### config.mk
export PLATFORM = sky130hd
export DESIGN_NAME = power_state_sequencer
export DESIGN_NICKNAME = d
export VERILOG_FILES = /design/src/pss_pkg.sv /design/src/pss_filt_if.sv /design/src/pss_input_filter.sv /design/src/power_state_sequencer.sv
export SDC_FILE = /design/constraint.sdc
export NUM_CORES = 1
export LEC_CHECK = 0
export ABC_AREA = 1
export BUFFER_PORTS_ARGS = -buffer_cell sky130_fd_sc_hd__buf_2
export CAP_MARGIN = 20
export CORE_ASPECT_RATIO = 0.6
export CORE_MARGIN = 5
export CORE_UTILIZATION = 52
export DETAILED_ROUTE_END_ITERATION = 16
export PLACE_DENSITY = 0.74
export SLEW_MARGIN = 20
export SYNTH_ARGS = -nofsm -noshare
export SYNTH_HDL_FRONTEND = slang
export SYNTH_SLANG_ARGS = --single-unit
### constraint.sdc
create_clock -name core_clk -period 1.5 [get_ports core_clk]
set_input_delay 0.15 -clock core_clk [delete_from_list [all_inputs] [get_ports core_clk]]
set_output_delay 0.15 -clock core_clk [all_outputs]
set_load 0.005 [all_outputs]
### src/pss_pkg.sv
// Constants, state encoding and field positions for the power state sequencer
package pss_pkg;

    // Supervised pin inputs, one bit each in the synchroniser vector
    localparam int PIN_W         = 8;
    localparam int PIN_VIN       = 0;
    localparam int PIN_EN_UV     = 1;
    localparam int PIN_DRV_REG   = 2;
    localparam int PIN_EXT_DRV   = 3;
    localparam int PIN_LOGIC     = 4;
    localparam int PIN_BACKUP    = 5;
    localparam int PIN_DIM0      = 6;
    localparam int PIN_DIM1      = 7;
    localparam logic [PIN_W-1:0] PIN_RESET_VAL = 8'h00;

    localparam int CHAN_N = 2;

    // Wake delay from sleep to active; value is a plain default
    localparam int CLK_PERIOD_NS = 10;
    localparam int WAKE_TIME_NS  = 100000;
    localparam int WAKE_CYCLES   = (WAKE_TIME_NS + CLK_PERIOD_NS - 1) / CLK_PERIOD_NS;
    localparam int CNT_W         = 32;
    localparam logic [CNT_W-1:0] CNT_RESET_VAL = 32'h0000_0000;

    typedef enum logic [1:0] {
        PSS_SLEEP  = 2'b00,
        PSS_IDLE   = 2'b01,
        PSS_BACKUP = 2'b10,
        PSS_ACTIVE = 2'b11
    } pss_state_t;

    localparam pss_state_t STATE_RESET_VAL = PSS_SLEEP;

endpackage

### src/pss_filt_if.sv
// Filtered input levels passed from the input filter to the sequencer
`timescale 1ns/1ps
interface pss_filt_if;
    import pss_pkg::*;
    logic [PIN_W-1:0] level;

    modport src (output level);
    modport dst (input level);
endinterface

### src/pss_input_filter.sv
// Three-stage synchroniser and agreement filter for the pin inputs
`timescale 1ns/1ps
module pss_input_filter
    import pss_pkg::*;
(
    input  wire logic             core_clk,
    input  wire logic             arst_n,
    input  wire logic [PIN_W-1:0] pinRaw,
    pss_filt_if.src               filt
);
    logic [PIN_W-1:0] sync1_q;
    logic [PIN_W-1:0] sync2_q;
    logic [PIN_W-1:0] sync3_q;
    logic [PIN_W-1:0] stable_q;
    logic [PIN_W-1:0] stable_d;

    always_ff @(posedge core_clk or negedge arst_n)
    begin
        if (!arst_n)
        begin
            sync1_q <= PIN_RESET_VAL;
            sync2_q <= PIN_RESET_VAL;
            sync3_q <= PIN_RESET_VAL;
        end
        else
        begin
            sync1_q <= pinRaw;
            sync2_q <= sync1_q;
            sync3_q <= sync2_q;
        end
    end

    // Taken combinationally so the filter adds no extra cycle
    always_comb
    begin
        for (int i = 0; i < PIN_W; i++)
        begin
            stable_d[i] = (sync2_q[i] == sync3_q[i]) ? sync3_q[i] : stable_q[i];
        end
    end

    always_ff @(posedge core_clk or negedge arst_n)
    begin
        if (!arst_n)
        begin
            stable_q <= PIN_RESET_VAL;
        end
        else
        begin
            stable_q <= stable_d;
        end
    end

    assign filt.level = stable_d;

endmodule // pss_input_filter

### src/power_state_sequencer.sv
// Power state sequencer: chooses sleep, idle, backup or active and gates the device
`timescale 1ns/1ps
module power_state_sequencer
    import pss_pkg::*;
#(
    parameter int WAKE_CNT = WAKE_CYCLES
)
(
    input  wire logic              core_clk,
    input  wire logic              arst_n,
    input  wire logic              mainSupplyLevel,
    input  wire logic              enableUndervoltagePin,
    input  wire logic              driverRegulatorLevel,
    input  wire logic              externalDriverSupplyLevel,
    input  wire logic              logicSupplyLevel,
    input  wire logic              backupModeInput,
    input  wire logic [CHAN_N-1:0] channelDimmingInput,
    input  wire logic              standbyRequestBit,
    input  wire logic [CHAN_N-1:0] channelDimmingControlBit,
    output logic [1:0]             powerState,
    output logic                   serialRegReset,
    output logic                   serialEnable,
    output logic                   serialReadOnly,
    output logic                   driverRegulatorEnable,
    output logic [CHAN_N-1:0]      gateSwitchEnable,
    output logic                   transferErrorFlagSet
);
    pss_filt_if filt ();

    logic [PIN_W-1:0] pinRaw;
    logic             vinOk;
    logic             enOk;
    logic             drvRegOk;
    logic             extDrvOk;
    logic             logicOk;
    logic             backupReq;
    logic [CHAN_N-1:0] dimIn;

    pss_state_t       state_q;
    pss_state_t       state_d;
    logic [CNT_W-1:0] wakeCnt_q;
    logic             wakeDone;
    logic             regReset_d;
    logic             backupEnter;
    logic [CHAN_N-1:0] gate_d;

    logic [1:0]        powerState_q;
    logic              serialRegReset_q;
    logic              serialEnable_q;
    logic              serialReadOnly_q;
    logic              driverRegEnable_q;
    logic [CHAN_N-1:0] gateSwitch_q;
    logic              errFlagSet_q;

    assign pinRaw = {channelDimmingInput[1], channelDimmingInput[0], backupModeInput,
                     logicSupplyLevel, externalDriverSupplyLevel, driverRegulatorLevel,
                     enableUndervoltagePin, mainSupplyLevel};

    pss_input_filter u_filter (
        .core_clk (core_clk),
        .arst_n   (arst_n),
        .pinRaw   (pinRaw),
        .filt     (filt.src)
    );

    assign vinOk     = filt.level[PIN_VIN];
    assign enOk      = filt.level[PIN_EN_UV];
    assign drvRegOk  = filt.level[PIN_DRV_REG];
    assign extDrvOk  = filt.level[PIN_EXT_DRV];
    assign logicOk   = filt.level[PIN_LOGIC];
    assign backupReq = filt.level[PIN_BACKUP];
    assign dimIn     = {filt.level[PIN_DIM1], filt.level[PIN_DIM0]};

    assign wakeDone = (wakeCnt_q >= CNT_W'(WAKE_CNT));

    // Next state; the branch order is the priority order
    always_comb
    begin
        state_d = state_q;
        if (!vinOk || !enOk)
        begin
            state_d = PSS_SLEEP;
        end
        else if (!logicOk)
        begin
            state_d = PSS_IDLE;
        end
        else if (backupReq)
        begin
            state_d = PSS_BACKUP;
        end
        else if (standbyRequestBit)
        begin
            state_d = PSS_IDLE;
        end
        else if (state_q != PSS_SLEEP || wakeDone)
        begin
            state_d = PSS_ACTIVE;
        end
    end

    always_ff @(posedge core_clk or negedge arst_n)
    begin
        if (!arst_n)
        begin
            state_q <= STATE_RESET_VAL;
        end
        else
        begin
            state_q <= state_d;
        end
    end

    // Wake timer runs only while sleeping with the supplies that allow a wake
    always_ff @(posedge core_clk or negedge arst_n)
    begin
        if (!arst_n)
        begin
            wakeCnt_q <= CNT_RESET_VAL;
        end
        else if (state_q != PSS_SLEEP || !vinOk || !enOk)
        begin
            wakeCnt_q <= CNT_RESET_VAL;
        end
        else if (!wakeDone)
        begin
            wakeCnt_q <= wakeCnt_q + CNT_W'(1);
        end
    end

    assign backupEnter = (state_d == PSS_BACKUP) && (state_q != PSS_BACKUP);

    // Register reset held in sleep and logic undervoltage, pulsed on backup entry
    assign regReset_d = (state_d == PSS_SLEEP) || !logicOk
                     || backupEnter;

    // Backup regulation follows the backup circuit, not the dimming controls
    always_comb
    begin
        for (int i = 0; i < CHAN_N; i++)
        begin
            gate_d[i] = 1'b0;
            if (drvRegOk && extDrvOk && logicOk)
            begin
                if (state_d == PSS_ACTIVE)
                begin
                    gate_d[i] = dimIn[i] || channelDimmingControlBit[i];
                end
                else if (state_d == PSS_BACKUP)
                begin
                    gate_d[i] = 1'b1;
                end
            end
        end
    end

    always_ff @(posedge core_clk or negedge arst_n)
    begin
        if (!arst_n)
        begin
            powerState_q      <= STATE_RESET_VAL;
            serialRegReset_q  <= 1'b1;
            serialEnable_q    <= 1'b0;
            serialReadOnly_q  <= 1'b0;
            driverRegEnable_q <= 1'b0;
            gateSwitch_q      <= '0;
        end
        else
        begin
            powerState_q      <= state_d;
            serialRegReset_q  <= regReset_d;
            serialEnable_q    <= (state_d != PSS_SLEEP) && logicOk;
            serialReadOnly_q  <= (state_d == PSS_BACKUP);
            driverRegEnable_q <= (state_d != PSS_SLEEP);
            gateSwitch_q      <= gate_d;
        end
    end

    // Power-up reset counts as a reset source, hence the set value under reset
    always_ff @(posedge core_clk or negedge arst_n)
    begin
        if (!arst_n)
        begin
            errFlagSet_q <= 1'b1;
        end
        else
        begin
            // Backup entry from sleep shows no rising reset, so it sets the flag itself
            errFlagSet_q <= (regReset_d && !serialRegReset_q) || backupEnter;
        end
    end

    assign powerState            = powerState_q;
    assign serialRegReset        = serialRegReset_q;
    assign serialEnable          = serialEnable_q;
    assign serialReadOnly        = serialReadOnly_q;
    assign driverRegulatorEnable = driverRegEnable_q;
    assign gateSwitchEnable      = gateSwitch_q;
    assign transferErrorFlagSet  = errFlagSet_q;

endmodule // power_state_sequencer

==> flow_metrics.py, run 1 <==
metrics = {
    "run_status": {
        "status": "complete, but fails checks",
        "violations": "negative setup slack",
    },
    "worst_hold_path": {
        "hold_start": "channelDimmingControlBit[1]",
        "holdCritPathClass": "input port to register",
        "hold_path_end": "gateSwitchEnable[1]$_DFF_PN0_",
        "hold_depth": 3,
    },
    "floorplanning": {
        "die_w_microns": 103,
        "core_sq_um": 5050,
        "die_y_microns": 65.9,
        "ioPinCount": 22,
        "start_util_pct": 53.6,
        "die_area_sq_um": 6800,
        "row_count": 20,
    },
    "timing": {
        "tightest_slew_ns": 0.372,
        "skew_ns": 0.00721,
        "maxSlewViolCount": 0,
        "rsz0062_at_grt": "yes",
        "timing.fmax_ghz": 0.632,
        "hold_violations": 0,
        "slew_headroom_pct": 75.2,
        "min_period_over_period_pct": 105,
        "setup_ws_ns": -0.0817,
        "setup_viol": 18,
        "period_needed_ns": 1.58,
    },
    "routing": {
        "post-route-drc-count": 0,
        "wl_per_cell_microns": 12.4,
        "wl_mm": 4.90,
        "drt-pass1-iter-count": 4,
        "ant_nets": 0,
        "vias_per_cell": 4.69,
        "num_vias": 1849,
        "drtIter0Drc": 86,
    },
    "logic_synthesis": {
        "synth_top_family_by_area": "simple AND/OR/NAND/NOR gates",
        "ys_types": 27,
        "synth_xor_area_share_pct": 0,
        "ys_warn_count": 0,
        "seq_area_frac_synth_pct": 67.5,
        "synth-simple-area-share_pct": 17.9,
        "synthMuxAreaShare_pct": 0,
        "ys_ff_latch": 73,
        "synthTopCellsByArea": "dfrtp_1 (66%), inv_1 (5.8%), nor2_1 (5.8%)",
        "synth_top_area_share_pct": 65.6,
        "synth_area_sq_um": 2710,
        "synth_compound_area_share_pct": 5.45,
        "syn_nets": 275,
        "synth_top_area_cell": "dfrtp_1",
        "synth_fa_ha_area_share_pct": 2.40,
        "avgSynthCellArea_sq_um": 10.4,
        "netlist_instances": 260,
    },
    "worst_setup_path": {
        "r2r_cells": 13,
        "worst_setup_path_start_kind": "register",
        "endpoint_kind": "register",
        "r2r_slack_ns": -0.08,
        "crit_required_ns": 1.79,
        "worstPathArrival_ns": 1.87,
        "worst_r2r_startpoint": "wakeCnt_q[26]$_DFFE_PN0P_",
        "worstPathMaxFanout": 3,
        "reg2reg_to": "transferErrorFlagSet$_DFF_PN1_",
        "critPathKind": "register to register",
    },
    "placed_design": {
        "io_buffer_count": 21,
        "post-place-ws_ns": -0.139,
        "dpl.hpwl_mm": 3.16,
        "gp_congestion": 0.956,
    },
    "final_layout": {
        "final_common_cell": "dfrtp_1",
        "layout_common_cells": "dfrtp_1 (71), inv_1 (40), nor2_1 (38), nand2_1 (22), buf_4 (22)",
        "fin_nets": 338,
        "antennaDiodeCount": 0,
        "area_growth_pct": 28.6,
        "final_core_util_pct": 68.9,
        "drive_above_1_share_pct": 32.0,
    },
    "global_route": {
        "grt_pass1_wl_mm": 7.95,
        "grt_pass1_vias": 1689,
        "grt_max_degree": 74,
        "antenna_found_initial": 0,
        "gr-usage-all-layers_pct": 15.9,
        "overflow": 0,
    },
    "power_and_ir_drop": {
        "power_switching_mw": 0.918,
        "pwr-share-seq_pct": 53.9,
        "intPower_mw": 2.93,
        "power.share.combinational_pct": 7.4,
        "pwr-share-clk_pct": 38.8,
        "powerDensity_nw_per_um2": 1110,
        "p_leak_nw": 1.63,
        "max-vdd-ir-drop_mv": 0.608,
        "p_sw_share_pct": 23.8,
    },
    "cts": {
        "cts_root_buffer": "clkbuf_8",
        "cts_buffers": 9,
        "clk_pin_slew_worst_paths_ns": 0.08,
        "cts.sinks": 73,
        "cts_tree": "yes",
        "h-tree-depth": 3,
        "worstSkewPairLatency_ns": 0.34,
        "clock_path_buffers": 2,
    },
    "run": {
        "max_cap_violations": 0,
    },
}
[Yosys cell counts]
library cell	n
inv_1	42
nor3_2	2
nor2_2	2
nand3_1	8
buf_1	1
or2_0	1
inv_2	4
nor4_1	1
nand2_1	30
dfstp_2	2
nand4_1	3
o221a_2	1
ha_1	2
a21oi_1	14
maj3_1	4
nor2_1	42
o21ai_2	1
nor2_4	2
nor3_1	9
nand2_2	4
o21bai_1	1
dfrtp_1	71
o21ai_1	1
buf_2	1
and3_1	1
o21ai_0	9
nor3b_2	1
[through the flow]
step / hold slack [ns] / instance area (sq um) / TNS (ns) / instances / power, mW
2_1_floorplan: -0.146 / 2710 / 0 / 260 / 2.21
3_3_place_gp: 0.199 / 3060 / -0.340 / 366 / 2.34
3_5_place_dp: 0.203 / 3060 / -0.941 / 366 / 2.34
4_1_cts: 0.0774 / 3390 / -0.505 / 392 / 3.87
5_1_grt: 0.0980 / 3480 / -3.10 / 394 / 4.02
6_report: 0.100 / 3480 / -0.720 / 394 / 3.85
[power groups by stage]
stage                     registers, mW  clock network (mW)  logic, mW
final                              2.07                1.49      0.284
after global routing               2.08                1.62      0.319
after CTS                          2.07                1.54      0.262
after detailed placement           2.11                   0      0.231
after global placement             2.11                   0      0.229
after floorplan                    2.11                   0      0.106
[routing by layer]
| layer | wire length (microns) | part of all wire [%] | global-route usage [%] | vias to the layer above |
|---|---|---|---|---|
| met4 | 80 | 1.6 | 6.30 | 0 |
| met5 | 0 | 0 | 0 | - |
| met2 | 2050 | 42 | 19.6 | 33 |
| met1 | 2500 | 51 | 23.7 | 870 |
| met3 | 275 | 5.6 | 7.06 | 11 |
| li1 | - | - | - | 935 |
[kinds of logic (layout without fill, tap and decap cells)]
group | count (synthesis) | count (layout)
AO/OA/AOI/OAI | 27 | 27
buffers and inverters | 48 | 116
flip-flops | 73 | 73
adder cells (fa/ha/maj) | 6 | 6
AND/OR/NAND/NOR | 106 | 106
[sequential cells by signal, summed over array words and instances (netlist names)]
name                   flops
driverRegulatorEnable      1
gateSwitchEnable           2
powerState                 2
serialEnable               1
serialReadOnly             1
serialRegReset             1
transferErrorFlagSet       1
u_filter.stable_q          8
u_filter.sync1_q           8
u_filter.sync2_q           8
u_filter.sync3_q           8
wakeCnt_q                 32
[how the worst max path moves through the flow]
stage                               from                             end  slack [ns]
4_1_cts        wakeCnt_q[26]$_DFFE_PN0P_        wakeCnt_q[2]$_DFFE_PN0P_       -0.07
3_5_place_dp   wakeCnt_q[26]$_DFFE_PN0P_       wakeCnt_q[10]$_DFFE_PN0P_       -0.14
5_1_grt        wakeCnt_q[26]$_DFFE_PN0P_  transferErrorFlagSet$_DFF_PN1_       -0.21
3_3_place_gp    wakeCnt_q[4]$_DFFE_PN0P_       wakeCnt_q[10]$_DFFE_PN0P_       -0.07
6_report       wakeCnt_q[26]$_DFFE_PN0P_  transferErrorFlagSet$_DFF_PN1_       -0.08
2_1_floorplan  wakeCnt_q[27]$_DFFE_PN0P_        wakeCnt_q[6]$_DFFE_PN0P_        0.04
[final cells by class]
cell class                 count  area, sq um
clock buffer                  10          128
clock inverter                 6         67.6
fill                         388         1570
inverter                      46          175
multi-input combinational    139          811
sequential                    73         1830
tap                           66         82.6
timing repair buffer          54          392
[repair_timing]
item / 4_1_cts / 5_1_grt
endpoints found under the hold margin: 79 / 0
pin swaps: 1 / 2
setup buffers: 1 / 2
resized for setup: 17 / 24
setup endpoints to repair: 15 / 40
hold buffers: 9 / 0
[critical path, stage by stage (launching register included)]
cell and delay (ns):
dfrtp_1 0.39, nor2_1 0.12, nand2_1 0.07, nor2_1 0.11, nand2_1 0.10, nor2_4 0.14
nand4_1 0.12, nand2_2 0.11, nand2_2 0.05, nand2_2 0.07, nand2_2 0.06, nand2_2 0.07
nand2_1 0.05, nand2_1 0.06
No activity file was read; power rests on OpenSTA's default activity.
==> inputs of run 2 (changes only) <==
--- a/config.mk
+++ b/config.mk
@@ -8,11 +8,14 @@
 export ABC_AREA = 1
 export BUFFER_PORTS_ARGS = -buffer_cell sky130_fd_sc_hd__buf_2
 export CAP_MARGIN = 20
+export CELL_PAD_IN_SITES_DETAIL_PLACEMENT = 0
+export CELL_PAD_IN_SITES_GLOBAL_PLACEMENT = 1
 export CORE_ASPECT_RATIO = 0.6
 export CORE_MARGIN = 5
-export CORE_UTILIZATION = 52
+export CORE_UTILIZATION = 41
 export DETAILED_ROUTE_END_ITERATION = 16
-export PLACE_DENSITY = 0.74
+export HOLD_SLACK_MARGIN = 0.1
+export PLACE_DENSITY = 0.73
 export SLEW_MARGIN = 20
 export SYNTH_ARGS = -nofsm -noshare
 export SYNTH_HDL_FRONTEND = slang
==> run 2 against run 1 <==
First-iteration DRC count is 34% higher. Worst hold slack better by 0.040 ns. Largest power group unchanged. Clock skew is 0.0011 ns higher. Critical path type unchanged. Critical path depth is 4 lower. Clock power is 15% higher. The flow still finishes with violations (negative setup slack).
==> flow_metrics.py, run 2 (synthesis results as in run 1) <==
metrics = {
    "worst_setup_path": {
        "slowest_stage": "dfrtp_1",
        "worst_setup_path_start_kind": "register",
        "worst-path-stages": 9,
        "crit_chain": "nor2_1 > nand2_1 > nor2_1 > nand2_1 > nor2_4 > nand2_4 > nor2_4 > nand2_1 > o221a_2",
        "critPathMaxStageDelay_ns": 0.39,
        "worst_r2r_startpoint": "wakeCnt_q[27]$_DFFE_PN0P_",
        "critPathKind": "register to register",
        "worstPathMaxFanout": 6,
        "r2r_slack_ns": -0.05,
        "reg2reg_to": "wakeCnt_q[6]$_DFFE_PN0P_",
        "path_buf_inv": 0,
        "crit_required_ns": 1.73,
        "worstPathArrival_ns": 1.78,
        "path_common_cell": "nand2_1",
        "crit_family": "simple AND/OR/NAND/NOR gates",
        "endpoint_kind": "register",
        "r2r_cells": 9,
    },
    "timing": {
        "setup_ws_ns": -0.0486,
        "min_period_over_period_pct": 103,
        "skew_ns": 0.00831,
        "slew_headroom_pct": 74.2,
        "setup_viol": 12,
        "hold_violations": 0,
        "tightest_slew_ns": 0.387,
        "maxSlewViolCount": 0,
        "rsz0062_at_grt": "yes",
        "period_needed_ns": 1.55,
        "timing.fmax_ghz": 0.646,
    },
    "floorplanning": {
        "die_w_microns": 115,
        "core_sq_um": 6250,
        "die_y_microns": 73.0,
        "start_util_pct": 43.4,
        "row_count": 22,
        "die_area_sq_um": 8390,
        "ioPinCount": 22,
    },
    "final_layout": {
        "fin_nets": 347,
        "largest_register_ff_count": 32,
        "regMostFlops": "wakeCnt_q",
        "layout_common_cells": "dfrtp_1 (71), inv_1 (42), nor2_1 (37), buf_4 (29), nand2_1 (23)",
        "final_area_sq_um": 3620,
        "drive_above_1_share_pct": 34.4,
        "antennaDiodeCount": 0,
        "stdcell_count": 421,
        "final_common_cell": "dfrtp_1",
        "area_growth_pct": 33.8,
    },
    "run": {
        "max_cap_violations": 0,
    },
    "placed_design": {
        "dpl.hpwl_mm": 3.30,
        "post-place-ws_ns": -0.0985,
        "io_buffer_count": 21,
        "gp_congestion": 0.816,
        "dpl_cell_area_sq_um": 3110,
        "numPlacedInstances": 388,
    },
    "power_and_ir_drop": {
        "powerDensity_nw_per_um2": 1130,
        "p_leak_nw": 1.69,
        "max-vdd-ir-drop_mv": 0.607,
    },
    "cts": {
        "cts_root_buffer": "clkbuf_8",
        "worstSkewPairLatency_ns": 0.34,
        "clock_path_buffers": 2,
        "cts_tree": "yes",
        "h-tree-depth": 3,
        "cts.sinks": 73,
        "clk_pin_slew_worst_paths_ns": 0.08,
        "cts_buffers": 9,
    },
    "worst_hold_path": {
        "hold_depth": 3,
        "hold_path_end": "gateSwitchEnable[1]$_DFF_PN0_",
        "hold_start": "channelDimmingControlBit[1]",
        "holdCritPathClass": "input port to register",
    },
    "routing": {
        "drtIter0Drc": 115,
        "wl_met2_mm": 2.02,
        "num_vias": 1868,
        "vias_per_cell": 4.44,
        "routed.top_layer": "met4",
        "wl_mm": 5.04,
        "drt-pass1-iter-count": 4,
        "post-route-drc-count": 0,
        "met3_length_microns": 271,
        "ant_nets": 0,
        "wl_per_cell_microns": 12.0,
        "met1Wirelength_mm": 2.68,
    },
    "global_route": {
        "gr-usage-all-layers_pct": 13.7,
        "grt_pass1_wl_mm": 8.72,
        "overflow": 0,
        "grt_pass1_vias": 1817,
        "antenna_found_initial": 0,
        "grt_max_degree": 74,
    },
    "run_status": {
        "status": "complete, but fails checks",
        "violations": "negative setup slack",
    },
}
-- run 2: report_power, final --
part / switching, mW / total [mW] / internal, mW
combinational: 0.169 / 0.303 / 0.133
clock: 0.755 / 1.71 / 0.952
sequential: 0.0333 / 2.07 / 2.04
-- run 2: final cells by class --
type                       count  area, sq um
sequential                    73         1830
multi-input combinational    139          826
inverter                      46          173
timing repair buffer          63          465
clock inverter                 7          103
clock buffer                   9          124
fill                         527         2620
tap                           84          105
-- run 2: what timing repair did --
action,CTS,global route
buffers inserted,4,4
pin swaps,2,7
resized for setup,16,29
hold endpoints to repair,80,0
setup endpoints to repair,13,41
hold buffers,10,0
cloned,0,0
-- run 2: worst min-delay path, delay by kind of cell --
family                 cells  cell delay (ns)
and+or+nand+nor            2             0.17
buffers and inverters      1             0.09
-- run 2: per-stage QoR --
step | util [%] | hold slack, ns | power [mW] | setup TNS (ns)
after floorplan | - | -0.146 | 2.21 | 0
after global placement | 49.8 | 0.205 | 2.35 | -0.297
after detailed placement | 49.8 | 0.206 | 2.35 | -0.451
after CTS | 56.3 | 0.108 | 4.11 | -0.193
after global routing | 58.0 | 0.127 | 4.28 | -3.21
final | 58.0 | 0.140 | 4.09 | -0.299
-- run 2: worst max-delay path by stage --
stage                                   start                        endpoint  slack, ns
floorplan           wakeCnt_q[27]$_DFFE_PN0P_        wakeCnt_q[6]$_DFFE_PN0P_       0.04
global placement    wakeCnt_q[30]$_DFFE_PN0P_        wakeCnt_q[6]$_DFFE_PN0P_      -0.07
detailed placement  wakeCnt_q[30]$_DFFE_PN0P_       wakeCnt_q[10]$_DFFE_PN0P_       -0.1
CTS                 wakeCnt_q[30]$_DFFE_PN0P_        wakeCnt_q[6]$_DFFE_PN0P_      -0.04
global route        wakeCnt_q[30]$_DFFE_PN0P_  transferErrorFlagSet$_DFF_PN1_      -0.21
finish              wakeCnt_q[27]$_DFFE_PN0P_        wakeCnt_q[6]$_DFFE_PN0P_      -0.05
-- run 2: routing by layer --
| layer | global-route usage, % | vias to the layer above |
|---|---|---|
| met5 | 0 | - |
| met4 | 4.30 | 0 |
| met3 | 5.55 | 8 |
| met2 | 17.5 | 33 |
| met1 | 20.9 | 878 |
| li1 | - | 949 |
==> inputs of run 3 (changes only) <==
--- a/config.mk
+++ b/config.mk
@@ -12,10 +12,10 @@
 export CELL_PAD_IN_SITES_GLOBAL_PLACEMENT = 1
 export CORE_ASPECT_RATIO = 0.6
 export CORE_MARGIN = 5
-export CORE_UTILIZATION = 41
+export CORE_UTILIZATION = 49
 export DETAILED_ROUTE_END_ITERATION = 16
 export HOLD_SLACK_MARGIN = 0.1
-export PLACE_DENSITY = 0.73
+export PLACE_DENSITY = 0.82
 export SLEW_MARGIN = 20
 export SYNTH_ARGS = -nofsm -noshare
 export SYNTH_HDL_FRONTEND = slang
==> constraint.sdc (replaced) <==
create_clock -name core_clk -period 1.8 [get_ports core_clk]
set_input_delay 0.18 -clock core_clk [delete_from_list [all_inputs] [get_ports core_clk]]
set_output_delay 0.18 -clock core_clk [all_outputs]
set_load 0.005 [all_outputs]
==> run 3 against run 2 <==
Final area decreased by 11%. Clock power fell by 35%. The run now ends clean. Critical path depth rose by 1. Worst hold slack worse by 0.0070 ns. Non-clock buffer count decreased by 28. Combinational power decreased by 33%. Die area is 15% lower. Critical endpoint is now wakeCnt_q[10]$_DFFE_PN0P_.
==> flow_metrics.py, run 3 (synthesis results as in run 1) <==
metrics = {
    "final_layout": {
        "multi_input_area_sq_um": 712,
        "regMostFlops": "wakeCnt_q",
        "antennaDiodeCount": 0,
        "register_area_sq_um": 1830,
        "area_growth_pct": 19.3,
        "final_core_util_pct": 59.1,
        "final_common_cell": "dfrtp_1",
        "stdcell_count": 378,
        "largest_register_ff_count": 32,
        "fillCellCount": 483,
        "drive_above_1_share_pct": 20.4,
        "fin_nets": 319,
        "layout_common_cells": "dfrtp_1 (71), inv_1 (42), nor2_1 (40), nand2_1 (30), buf_2 (21)",
    },
    "worst_hold_path": {
        "holdCritPathClass": "input port to register",
    },
    "routing": {
        "vias_per_cell": 4.57,
        "drtIter0Drc": 115,
        "post-route-drc-count": 0,
        "num_vias": 1729,
        "wl_mm": 4.65,
        "ant_nets": 0,
        "drt-pass1-iter-count": 4,
        "wl_per_cell_microns": 12.3,
    },
    "worst_setup_path": {
        "crit_chain": "nor2_1 > nand2_1 > nor2_1 > nand2_1 > nor2_4 > nand2_2 > nor2_4 > inv_2 > nor3_1 > nor3b_2",
        "worst_setup_path_start_kind": "register",
        "worstPathArrival_ns": 1.85,
        "path_buf_inv": 1,
        "critPathMaxStageDelay_ns": 0.39,
        "endpoint_kind": "register",
        "worstPathMaxFanout": 8,
        "slowest_stage": "dfrtp_1",
        "critPathKind": "register to register",
        "crit_family": "simple AND/OR/NAND/NOR gates",
        "crit_required_ns": 2.01,
    },
    "power_and_ir_drop": {
        "p_leak_nw": 1.52,
        "powerDensity_nw_per_um2": 944,
        "max-vdd-ir-drop_mv": 0.739,
    },
    "global_route": {
        "grt_pass1_vias": 1653,
        "grt_max_degree": 74,
        "antenna_found_initial": 0,
        "grt_pass1_wl_mm": 7.92,
        "overflow": 0,
        "gr-usage-all-layers_pct": 14.7,
    },
    "placed_design": {
        "dpl.hpwl_mm": 3.22,
        "gp_congestion": 0.817,
        "io_buffer_count": 21,
        "numPlacedInstances": 353,
    },
    "timing": {
        "skew_ns": 0.00765,
        "period_needed_ns": 1.65,
        "hold_violations": 0,
        "timing.fmax_ghz": 0.607,
        "slew_headroom_pct": 75.0,
        "setup_viol": 0,
        "min_period_over_period_pct": 91.5,
        "hold_ws_ns": 0.133,
        "maxSlewViolCount": 0,
        "tightest_slew_ns": 0.374,
    },
    "cts": {
        "cts_buffers": 9,
        "clk_pin_slew_worst_paths_ns": 0.07,
        "clock_path_buffers": 2,
        "cts_root_buffer": "clkbuf_8",
        "cts.sinks": 73,
        "cts_tree": "yes",
        "h-tree-depth": 3,
        "worstSkewPairLatency_ns": 0.33,
    },
    "floorplanning": {
        "row_count": 21,
        "start_util_pct": 49.6,
        "die_w_microns": 106,
        "ioPinCount": 22,
        "die_y_microns": 67.6,
        "core_sq_um": 5470,
        "die_area_sq_um": 7160,
    },
    "run_status": {
        "status": "complete, no violations",
    },
    "run": {
        "max_cap_violations": 0,
    },
}
==> run 3: area by class of cell <==
type | instances | area share (%)
clock buffer | 11 | 4.38
clock inverter | 5 | 0.968
inverter | 46 | 5.34
multi-input combinational | 139 | 22.0
sequential | 73 | 56.6
tap | 69 | 2.67
timing repair buffer | 35 | 7.98
==> run 3: power breakdown <==
part | leakage [nW] | total (mW) | internal (mW) | switching, mW
Sequential | 0.938 | 1.73 | 1.70 | 0.0250
Combinational | 0.496 | 0.202 | 0.0807 | 0.121
Clock | 0.0895 | 1.12 | 0.536 | 0.585
Total | 1.52 | 3.05 | 2.32 | 0.731
==> run 3: path summary, 6_finish.rpt <==
| path | cells past startpoint | slack [ns] | startpoint | end |
|---|---|---|---|---|
| worst min-delay path | 3 | 0.13 | channelDimmingControlBit[0] | gateSwitchEnable[0]$_DFF_PN0_ |
| min in group asynchronous | 3 | 0.41 | arst_n | wakeCnt_q[10]$_DFFE_PN0P_ |
| worst max-delay path | 10 | 0.15 | wakeCnt_q[30]$_DFFE_PN0P_ | wakeCnt_q[10]$_DFFE_PN0P_ |
| worst min register to register | 0 | 0.35 | u_filter.sync1_q[3]$_DFF_PN0_ | u_filter.sync2_q[3]$_DFF_PN0_ |
| worst max register to register | 10 | 0.15 | wakeCnt_q[30]$_DFFE_PN0P_ | wakeCnt_q[10]$_DFFE_PN0P_ |
| max in group asynchronous | 3 | 1.05 | arst_n | serialRegReset$_DFF_PN1_ |
==> run 3: metrics by stage <==
step / setup TNS (ns) / instance area (sq um) / worst slack [ns] / power (mW)
CTS: 0 / 3220 / 0.116 / 3.09
global route: -0.00848 / 3230 / -0.00848 / 3.21
detailed placement: 0 / 2950 / 0.124 / 1.95
finish: 0 / 3230 / 0.153 / 3.05
floorplan: 0 / 2710 / 0.337 / 1.84
global placement: 0 / 2950 / 0.177 / 1.95
==> run 3: metal layers <==
metal	GRT usage, %	routed length [microns]	vias up
li1	-	-	903
met1	23.3	2650	795
met2	17.9	1740	29
met3	6.21	223	2
met4	3.88	27	0
met5	0	0	-
==> run 3: timing repair <==
item                                    CTS  global route
endpoints found under the setup margin    0             7
setup buffers                             0             0
gates resized for setup                   0             4
hold buffers                              9             0
endpoints found under the hold margin    79             0
==> run 3: worst reg2reg max path: cells and delay by family (launching register included) <==
family / cells / cell delay [ns]
and+or+nand+nor: 9 / 1.06
buffers and inverters: 1 / 0.06
DFF: 1 / 0.39
